**src/core/wd_counters_pkg.sv**
```systemverilog
package wd_counters_pkg;
  // ----------------------------------------
  // Counter widths and limits
  // ----------------------------------------
  localparam int TALLY_W = 3;
  localparam logic [2:0] FAULT_RESET = 3'h6;
  localparam logic [2:0] FAULT_ALARM_LIMIT = 3'h4;
  localparam logic [2:0] FAULT_MAX = 3'h7;
  localparam logic [2:0] FAULT_ZERO = 3'h0;
  localparam logic [2:0] TALLY_MAX = 3'h7;
  localparam logic [2:0] TALLY_ZERO = 3'h0;
  localparam logic [2:0] TALLY_STEP = 3'h1;
  // ----------------------------------------
  // Answer byte index
  // ----------------------------------------
  localparam logic [1:0] INDEX_FIRST = 2'h3;
  localparam logic [1:0] INDEX_LAST = 2'h0;
  localparam logic [1:0] INDEX_STEP = 2'h1;
  // ----------------------------------------
  // Reset request pulse length
  // ----------------------------------------
  localparam int RESET_HOLD_NS = 320;
  localparam int CLOCK_NS = 20;
  localparam int RESET_HOLD_CYCLES = (RESET_HOLD_NS + CLOCK_NS - 1) / CLOCK_NS;
  localparam logic [4:0] RESET_HOLD = 5'(RESET_HOLD_CYCLES);
endpackage

```
**src/core/answer_checker.sv**
```systemverilog
`timescale 1ns/1ps
module answer_checker (
  // Clock and reset
  input wire logic i_clock,
  input wire logic i_rst,
  input wire logic i_enable,
  // Answer stream
  input wire logic i_write,
  input wire logic [7:0] i_data,
  input wire logic [3:0] i_question,
  input wire logic i_seq_run,
  // Status
  output logic [1:0] o_index,
  output logic o_mismatch,
  output logic o_launch,
  output logic o_answer_wrong
);
  logic [7:0] expected;
  logic byte_bad;

  // ----------------------------------------
  // Expected byte
  // ----------------------------------------
  always_comb begin
    expected[7] = i_question[2] ^ o_index[0];
    expected[6] = i_question[0] ^ o_index[0];
    expected[5] = i_question[3] ^ o_index[0];
    expected[4] = i_question[1] ^ o_index[0];
    expected[3] = i_question[2] ^ i_question[0] ^ i_question[3] ^ o_index[1];
    expected[2] = i_question[0] ^ i_question[3] ^ i_question[1] ^ o_index[1];
    expected[1] = i_question[2] ^ i_question[0] ^ i_question[1] ^ o_index[1];
    expected[0] = o_index[1] ^ i_question[3] ^ i_question[0];
  end

  assign byte_bad = i_write && (i_data != expected);
  assign o_launch = i_write && (o_index == wd_counters_pkg::INDEX_LAST);
  assign o_answer_wrong = o_mismatch || byte_bad;

  // ----------------------------------------
  // Index and mismatch flag
  // ----------------------------------------
  // index steps down per byte
  always_ff @(posedge i_clock or posedge i_rst) begin
    if (i_rst) begin
      o_index <= wd_counters_pkg::INDEX_FIRST;
    end else if (i_enable) begin
      if (i_seq_run || o_launch) begin
        o_index <= wd_counters_pkg::INDEX_FIRST;
      end else if (i_write) begin
        o_index <= o_index - wd_counters_pkg::INDEX_STEP;
      end
    end
  end

  always_ff @(posedge i_clock or posedge i_rst) begin
    if (i_rst) begin
      o_mismatch <= 1'b0;
    end else if (i_enable) begin
      if (i_seq_run || o_launch) begin
        o_mismatch <= 1'b0;
      end else if (byte_bad) begin
        o_mismatch <= 1'b1;
      end
    end
  end
endmodule

```
**src/core/qa_watchdog_counters.sv**
```systemverilog
`timescale 1ns/1ps
module qa_watchdog_counters (
  // Clock, undervoltage reset, enable
  input wire logic i_clock,
  input wire logic i_rst,
  input wire logic i_enable,
  // Answer byte writes and question
  input wire logic i_answer_write,
  input wire logic [7:0] i_answer_data,
  input wire logic [3:0] i_question_value,
  // Timing verdict and other runs
  input wire logic i_timing_ok,
  input wire logic i_error_run,
  // Configuration and events
  input wire logic i_watchdog_reset_enable,
  input wire logic i_soft_reset,
  input wire logic i_power_latch,
  input wire logic i_test_mode,
  input wire logic i_occurred_read,
  // Alarm pin, open drain
  input wire logic i_alarm_pin_n,
  output logic o_alarm_pin_n,
  output logic o_alarm_pin_oe,
  // Counter state
  output logic [2:0] o_fault_tally,
  output logic o_alarm_internal_flag,
  output logic [2:0] o_shutdown_tally,
  output logic [2:0] o_reset_tally,
  output logic [1:0] o_answer_byte_index,
  output logic o_answer_mismatch,
  // Reactions
  output logic o_latch_shutdown,
  output logic o_relay_off,
  output logic o_power_stage_inhibit,
  output logic o_watchdog_reset_request,
  output logic o_reset_pin_oe,
  output logic o_watchdog_reset_occurred,
  output logic o_cycle_launch
);
  logic [2:0] fault_tally;
  logic [2:0] next_fault_tally;
  logic [4:0] hold_count;
  logic pin_meta;
  logic pin_sync;
  logic launch;
  logic answer_wrong;
  logic seq_run;
  logic run_error;
  logic overflow;
  logic reset_fire;
  logic next_alarm;

  // ----------------------------------------
  // Answer comparison
  // ----------------------------------------
  answer_checker u_checker (
    .i_clock(i_clock),
    .i_rst(i_rst),
    .i_enable(i_enable),
    .i_write(i_answer_write),
    .i_data(i_answer_data),
    .i_question(i_question_value),
    .i_seq_run(i_error_run),
    .o_index(o_answer_byte_index),
    .o_mismatch(o_answer_mismatch),
    .o_launch(launch),
    .o_answer_wrong(answer_wrong)
  );

  // ----------------------------------------
  // Sequencer run verdict
  // ----------------------------------------
  // Runs not started by an answer always count as errors
  assign seq_run = launch || i_error_run;
  // wrong, late or zero-time answer is an error
  assign run_error = i_error_run || answer_wrong || !i_timing_ok;
  assign overflow = seq_run && run_error && (fault_tally == wd_counters_pkg::FAULT_MAX);
  assign reset_fire = overflow && i_watchdog_reset_enable && (o_reset_tally != wd_counters_pkg::TALLY_MAX);

  // ----------------------------------------
  // Fault tally
  // ----------------------------------------
  always_comb begin
    next_fault_tally = fault_tally;
    if (seq_run) begin
      if (overflow) begin
        next_fault_tally = wd_counters_pkg::FAULT_RESET;
      end else if (run_error) begin
        next_fault_tally = fault_tally + wd_counters_pkg::TALLY_STEP;
      end else if (fault_tally != wd_counters_pkg::FAULT_ZERO) begin
        next_fault_tally = fault_tally - wd_counters_pkg::TALLY_STEP;
      end
    end
  end

  assign next_alarm = next_fault_tally > wd_counters_pkg::FAULT_ALARM_LIMIT;

  always_ff @(posedge i_clock or posedge i_rst) begin
    if (i_rst) begin
      fault_tally <= wd_counters_pkg::FAULT_RESET;
    end else if (i_enable) begin
      fault_tally <= next_fault_tally;
    end
  end

  assign o_fault_tally = fault_tally;

  always_ff @(posedge i_clock or posedge i_rst) begin
    if (i_rst) begin
      o_alarm_internal_flag <= 1'b1;
    end else if (i_enable) begin
      o_alarm_internal_flag <= next_alarm;
    end
  end

  // ----------------------------------------
  // Alarm pin and power stage inhibit
  // ----------------------------------------
  // Pin level is foreign, so it is synchronised
  always_ff @(posedge i_clock or posedge i_rst) begin
    if (i_rst) begin
      pin_meta <= 1'b1;
      pin_sync <= 1'b1;
    end else if (i_enable) begin
      pin_meta <= i_alarm_pin_n;
      pin_sync <= pin_meta;
    end
  end

  // test mode forces pin, not flag
  always_ff @(posedge i_clock or posedge i_rst) begin
    if (i_rst) begin
      o_alarm_pin_oe <= 1'b1;
      o_alarm_pin_n <= 1'b0;
    end else if (i_enable) begin
      o_alarm_pin_oe <= next_alarm || i_test_mode;
      o_alarm_pin_n <= 1'b0;
    end
  end

  // pin in test mode spares stages
  always_ff @(posedge i_clock or posedge i_rst) begin
    if (i_rst) begin
      o_power_stage_inhibit <= 1'b1;
    end else if (i_enable) begin
      o_power_stage_inhibit <= next_alarm || (!pin_sync && !i_test_mode);
    end
  end

  // ----------------------------------------
  // Shutdown tally and latch shutdown
  // ----------------------------------------
  // cleared while alarm is low
  always_ff @(posedge i_clock or posedge i_rst) begin
    if (i_rst) begin
      o_shutdown_tally <= wd_counters_pkg::TALLY_ZERO;
    end else if (i_enable) begin
      if (!o_alarm_internal_flag) begin
        o_shutdown_tally <= wd_counters_pkg::TALLY_ZERO;
      end else if ((o_shutdown_tally != wd_counters_pkg::TALLY_MAX) && (overflow || i_soft_reset)) begin
        o_shutdown_tally <= o_shutdown_tally + wd_counters_pkg::TALLY_STEP;
      end
    end
  end

  always_ff @(posedge i_clock or posedge i_rst) begin
    if (i_rst) begin
      o_latch_shutdown <= 1'b0;
    end else if (i_enable) begin
      if (!o_alarm_internal_flag) begin
        o_latch_shutdown <= 1'b0;
      end else if ((o_shutdown_tally == wd_counters_pkg::TALLY_MAX)
                   && ((seq_run && run_error) || i_soft_reset)) begin
        o_latch_shutdown <= 1'b1;
      end
    end
  end

  always_ff @(posedge i_clock or posedge i_rst) begin
    if (i_rst) begin
      o_relay_off <= 1'b0;
    end else if (i_enable) begin
      o_relay_off <= i_power_latch && o_latch_shutdown;
    end
  end

  // ----------------------------------------
  // Watchdog reset generation
  // ----------------------------------------
  // saturates at seven
  always_ff @(posedge i_clock or posedge i_rst) begin
    if (i_rst) begin
      o_reset_tally <= wd_counters_pkg::TALLY_ZERO;
    end else if (i_enable) begin
      if (reset_fire) begin
        o_reset_tally <= o_reset_tally + wd_counters_pkg::TALLY_STEP;
      end
    end
  end

  // Pulse held long enough for the reset pin stage
  // enabled overflow fires reset while reset tally is below seven
  always_ff @(posedge i_clock or posedge i_rst) begin
    if (i_rst) begin
      hold_count <= 5'h00;
    end else if (i_enable) begin
      if (!i_watchdog_reset_enable) begin
        hold_count <= 5'h00;
      end else if (reset_fire) begin
        hold_count <= wd_counters_pkg::RESET_HOLD;
      end else if (hold_count != 5'h00) begin
        hold_count <= hold_count - 5'h01;
      end
    end
  end

  always_ff @(posedge i_clock or posedge i_rst) begin
    if (i_rst) begin
      o_watchdog_reset_request <= 1'b0;
      o_reset_pin_oe <= 1'b0;
    end else if (i_enable) begin
      o_watchdog_reset_request <= i_watchdog_reset_enable && (reset_fire || hold_count > 5'h01);
      o_reset_pin_oe <= i_watchdog_reset_enable && (reset_fire || hold_count > 5'h01);
    end
  end

  always_ff @(posedge i_clock or posedge i_rst) begin
    if (i_rst) begin
      o_watchdog_reset_occurred <= 1'b0;
    end else if (i_enable) begin
      if (reset_fire) begin
        o_watchdog_reset_occurred <= 1'b1;
      end else if (i_occurred_read) begin
        o_watchdog_reset_occurred <= 1'b0;
      end
    end
  end

  always_ff @(posedge i_clock or posedge i_rst) begin
    if (i_rst) begin
      o_cycle_launch <= 1'b0;
    end else if (i_enable) begin
      o_cycle_launch <= launch;
    end
  end
endmodule

```
**config.mk**
```make
export PLATFORM = sky130hd
export DESIGN_NAME = qa_watchdog_counters
export DESIGN_NICKNAME = d
export VERILOG_FILES = /design/src/core/wd_counters_pkg.sv /design/src/core/answer_checker.sv /design/src/core/qa_watchdog_counters.sv
export SDC_FILE = /design/constraint.sdc
export NUM_CORES = 1
export LEC_CHECK = 0
export BUFFER_PORTS_ARGS = -buffer_cell sky130_fd_sc_hd__clkbuf_2
export CORE_ASPECT_RATIO = 1.2
export CORE_UTILIZATION = 53
export CTS_CLUSTER_SIZE = 12
export DETAILED_ROUTE_END_ITERATION = 7
export GPL_TIMING_DRIVEN = 0
export HOLD_SLACK_MARGIN = 0.06
export PLACE_DENSITY = 0.79
export SETUP_SLACK_MARGIN = 0.1
export SLEW_MARGIN = 20
export SYNTH_ARGS = -nofsm -noshare
export SYNTH_HDL_FRONTEND = slang
export SYNTH_SLANG_ARGS = --single-unit
```
**constraint.sdc**
```tcl
create_clock -name i_clock -period 2.5 [get_ports i_clock]
set_input_delay 0.5 -clock i_clock [delete_from_list [all_inputs] [get_ports i_clock]]
set_output_delay 0.5 -clock i_clock [all_outputs]
set_load 0.03 [all_outputs]
```
==> impl_metrics.toml <==
[status]
outcome = "complete, no violations"

[sta]
layout_min_cycle_time_ns = 2.29
grt_setup_unrepaired = "false"
fin_skew_ns = 0.00333
hold_slack_ns = 0.288
post-route-period-util_pct = 91.5
setup-violations-final = 0
maxSlewViolCount = 0
slew_headroom_pct = 36.5
hold_viol_final = 0
tightest_slew_ns = 0.946
max_freq_ghz = 0.437

[final_layout]
layout_commonest_cell = "clkbuf_2"
n_antenna_cell = 0
final_cells = 282
final_cell_mix = "clkbuf_2 (43), dfrtp_1 (18), inv_1 (14)"
syn_to_final_growth_pct = 22.0
fin_util_pct = 67.9
nets = 283
drive_above_1_share_pct = 35.5

[placement]
gp_congestion = 0.917
placed_cells = 274
port_buffers = 43
dpl.hpwl_um = 2930

[global_route]
grt_pass1_wl_um = 6290
grt_pass1_vias = 1486
grt_overflow = 0
grt_max_degree = 28
antenna_found_initial = 0
track_usage_pct = 21.5

[cts]
clockBufferDepth = 2
cts_tree = "built"
numCtsBuffers = 3
htreeDepth = 1
clkTransAtPathRegs_ns = 0.10
clk_latency_ns = 0.27
clk_root_buffer_cell = "clkbuf_8"
clock-sinks = 27
ctsHoldBuffers = 0

[synth]
synth.cell_area_um2 = 1860
synth_edf_count = 0
synth-seq-cells = 27
async_reset_ff_share_pct = 100
syn_inst = 194
synth-seq-area-share_pct = 37.0
yosysUniqueCellTypes = 51
synth_flop_cell = "dfrtp_1"
synth_warnings = 0
syn_nets = 231
syn_avg_cell_area_um2 = 9.57

[floorplan]
core_area_um2 = 3340
fp-row-count = 23
start_util_pct = 55.6
die_w_um = 56.0
die_area_um2 = 3750
pin_count = 46
chipHeight_um = 66.8

[setup_path]
endpoint_kind = "register"
ff2ff_setup_slack_ns = 0.21
required_ns = 2.69
critPathLaunchType = "register"
r2r_cells = 7
crit_arrival_ns = 2.48
rr_startpoint = "u_checker.o_index[1]"
path_class = "reg2reg"
path_max_fanout = 5
reg2reg_to = "o_alarm_internal_flag"

[detailed_routing]
via_per_inst = 5.83
drcViolationCount = 0
drtAntennaViolNets = 0
dr.first_iter.drc_count = 45
routedWlPerCell_um = 14.1
vias = 1643
drtPass1Iterations = 4
wirelength_um = 3970

[power_and_ir_drop]
combPwrFrac_pct = 54.7
p_clk_share_pct = 11.8
seqPwrFrac_pct = 33.6
irDropWorstVdd_mv = 0.795
power_density_nw_per_um2 = 968
power.leakage_nw = 1.09
netSwitchingPower_mw = 1.00
finalPower_mw = 2.19
switching_share_pct = 45.7
internal_power_mw = 1.19

[job]
drv_cap = 0

[worst_hold_path]
hp-class = "in2async"
worst max-delay path, stage by stage, from the launching register on:
cell      delay, ns
dfstp_2        0.58
xnor2_1        0.11
xnor2_2        0.31
mux2i_4        0.39
and4_1         0.30
nor4_2         0.08
o311ai_4       0.28
o211ai_1       0.15
registers in the layout, summed over array words and instances, names as in the netlist, 2 cells and up:
name,cells
hold_count,5
o_fault_tally,3
o_reset_tally,3
o_shutdown_tally,3
u_checker.o_index,2
metrics by stage:
stage | setup WS [ns] | area, um2 | TNS [ns]
3_5_place_dp | -0.148 | 2120 | -0.579
4_1_cts | 0.114 | 2210 | 0
6_report | 0.212 | 2270 | 0
2_1_floorplan | 0.122 | 1860 | 0
3_3_place_gp | -0.103 | 2120 | -0.321
5_1_grt | 0.109 | 2270 | 0
what timing repair did:
action,4_1_cts,5_1_grt
cloned,0,1
resized for setup,5,7
endpoints found under the setup margin,9,11
buffers inserted,2,1
pin swaps,7,1
per-layer routing:
layer | vias to the layer above | part of all wire [%] | track usage (%)
li1 | 800 | - | -
met4 | 0 | 2.2 | 9.15
met5 | - | 0 | 0
met2 | 66 | 50 | 37.8
met1 | 767 | 43 | 26.5
met3 | 10 | 5.4 | 3.11
kinds of logic (layout without fill, tap and decap cells):
kind of cell    count (synthesis)  count (layout)  synth area share (%)
xor+xnor                       11              11                  5.93
compound gates                 46              46                  16.8
mux                            11              12                  7.01
buf+inv                        21              71                  4.65
other cells                     1               1                 0.202
simple gates                   64              64                  19.6
fa+ha+maj                      13              13                  8.76
flops                          27              27                  37.0
power groups by stage:
stage | clock network (mW) | registers (mW) | logic [mW]
floorplan | 0 | 0.926 | 0.675
global placement | 0 | 0.739 | 1.11
detailed placement | 0 | 0.745 | 1.14
CTS | 0.262 | 0.737 | 1.16
global route | 0.281 | 0.759 | 1.32
finish | 0.258 | 0.736 | 1.20
cell usage after synthesis, drive strengths merged (3+ instances only):
master	number	area, um2
mux2i	5	62.6
clkbuf	4	15.0
xnor2	8	70.1
o211ai	3	22.5
mux2	6	67.6
nand2	14	52.6
nor2	10	37.5
inv	15	56.3
a31oi	4	25.0
ha	13	163
dfrtp	18	450
nor3	8	51.3
a21oi	12	60.1
dfstp	9	236
o21ai	12	60.1
nand3	10	50.1
worst max-delay path by stage:
stage | start | end | slack, ns | cells after the start
6_report | u_checker.o_index[1] | o_alarm_internal_flag | 0.21 | 7
5_1_grt | u_checker.o_mismatch | o_alarm_internal_flag | 0.11 | 10
4_1_cts | u_checker.o_index[1] | o_alarm_internal_flag | 0.11 | 9
3_5_place_dp | i_question_value[2] | o_alarm_internal_flag | -0.15 | 8
3_3_place_gp | i_question_value[2] | o_alarm_internal_flag | -0.10 | 8
2_1_floorplan | u_checker.o_index[1] | o_alarm_internal_flag | 0.12 | 7
layout make-up:
cell class | instances | area, um2
multi-input combinational | 147 | 1160
fill | 279 | 1070
sequential | 27 | 687
timing repair buffer | 46 | 238
inverter | 15 | 56.3
tap | 37 | 46.3
clock buffer | 3 | 41.3
buffer | 6 | 30.0
clock inverter | 1 | 7.51
No activity file was read; power rests on OpenSTA's default activity.
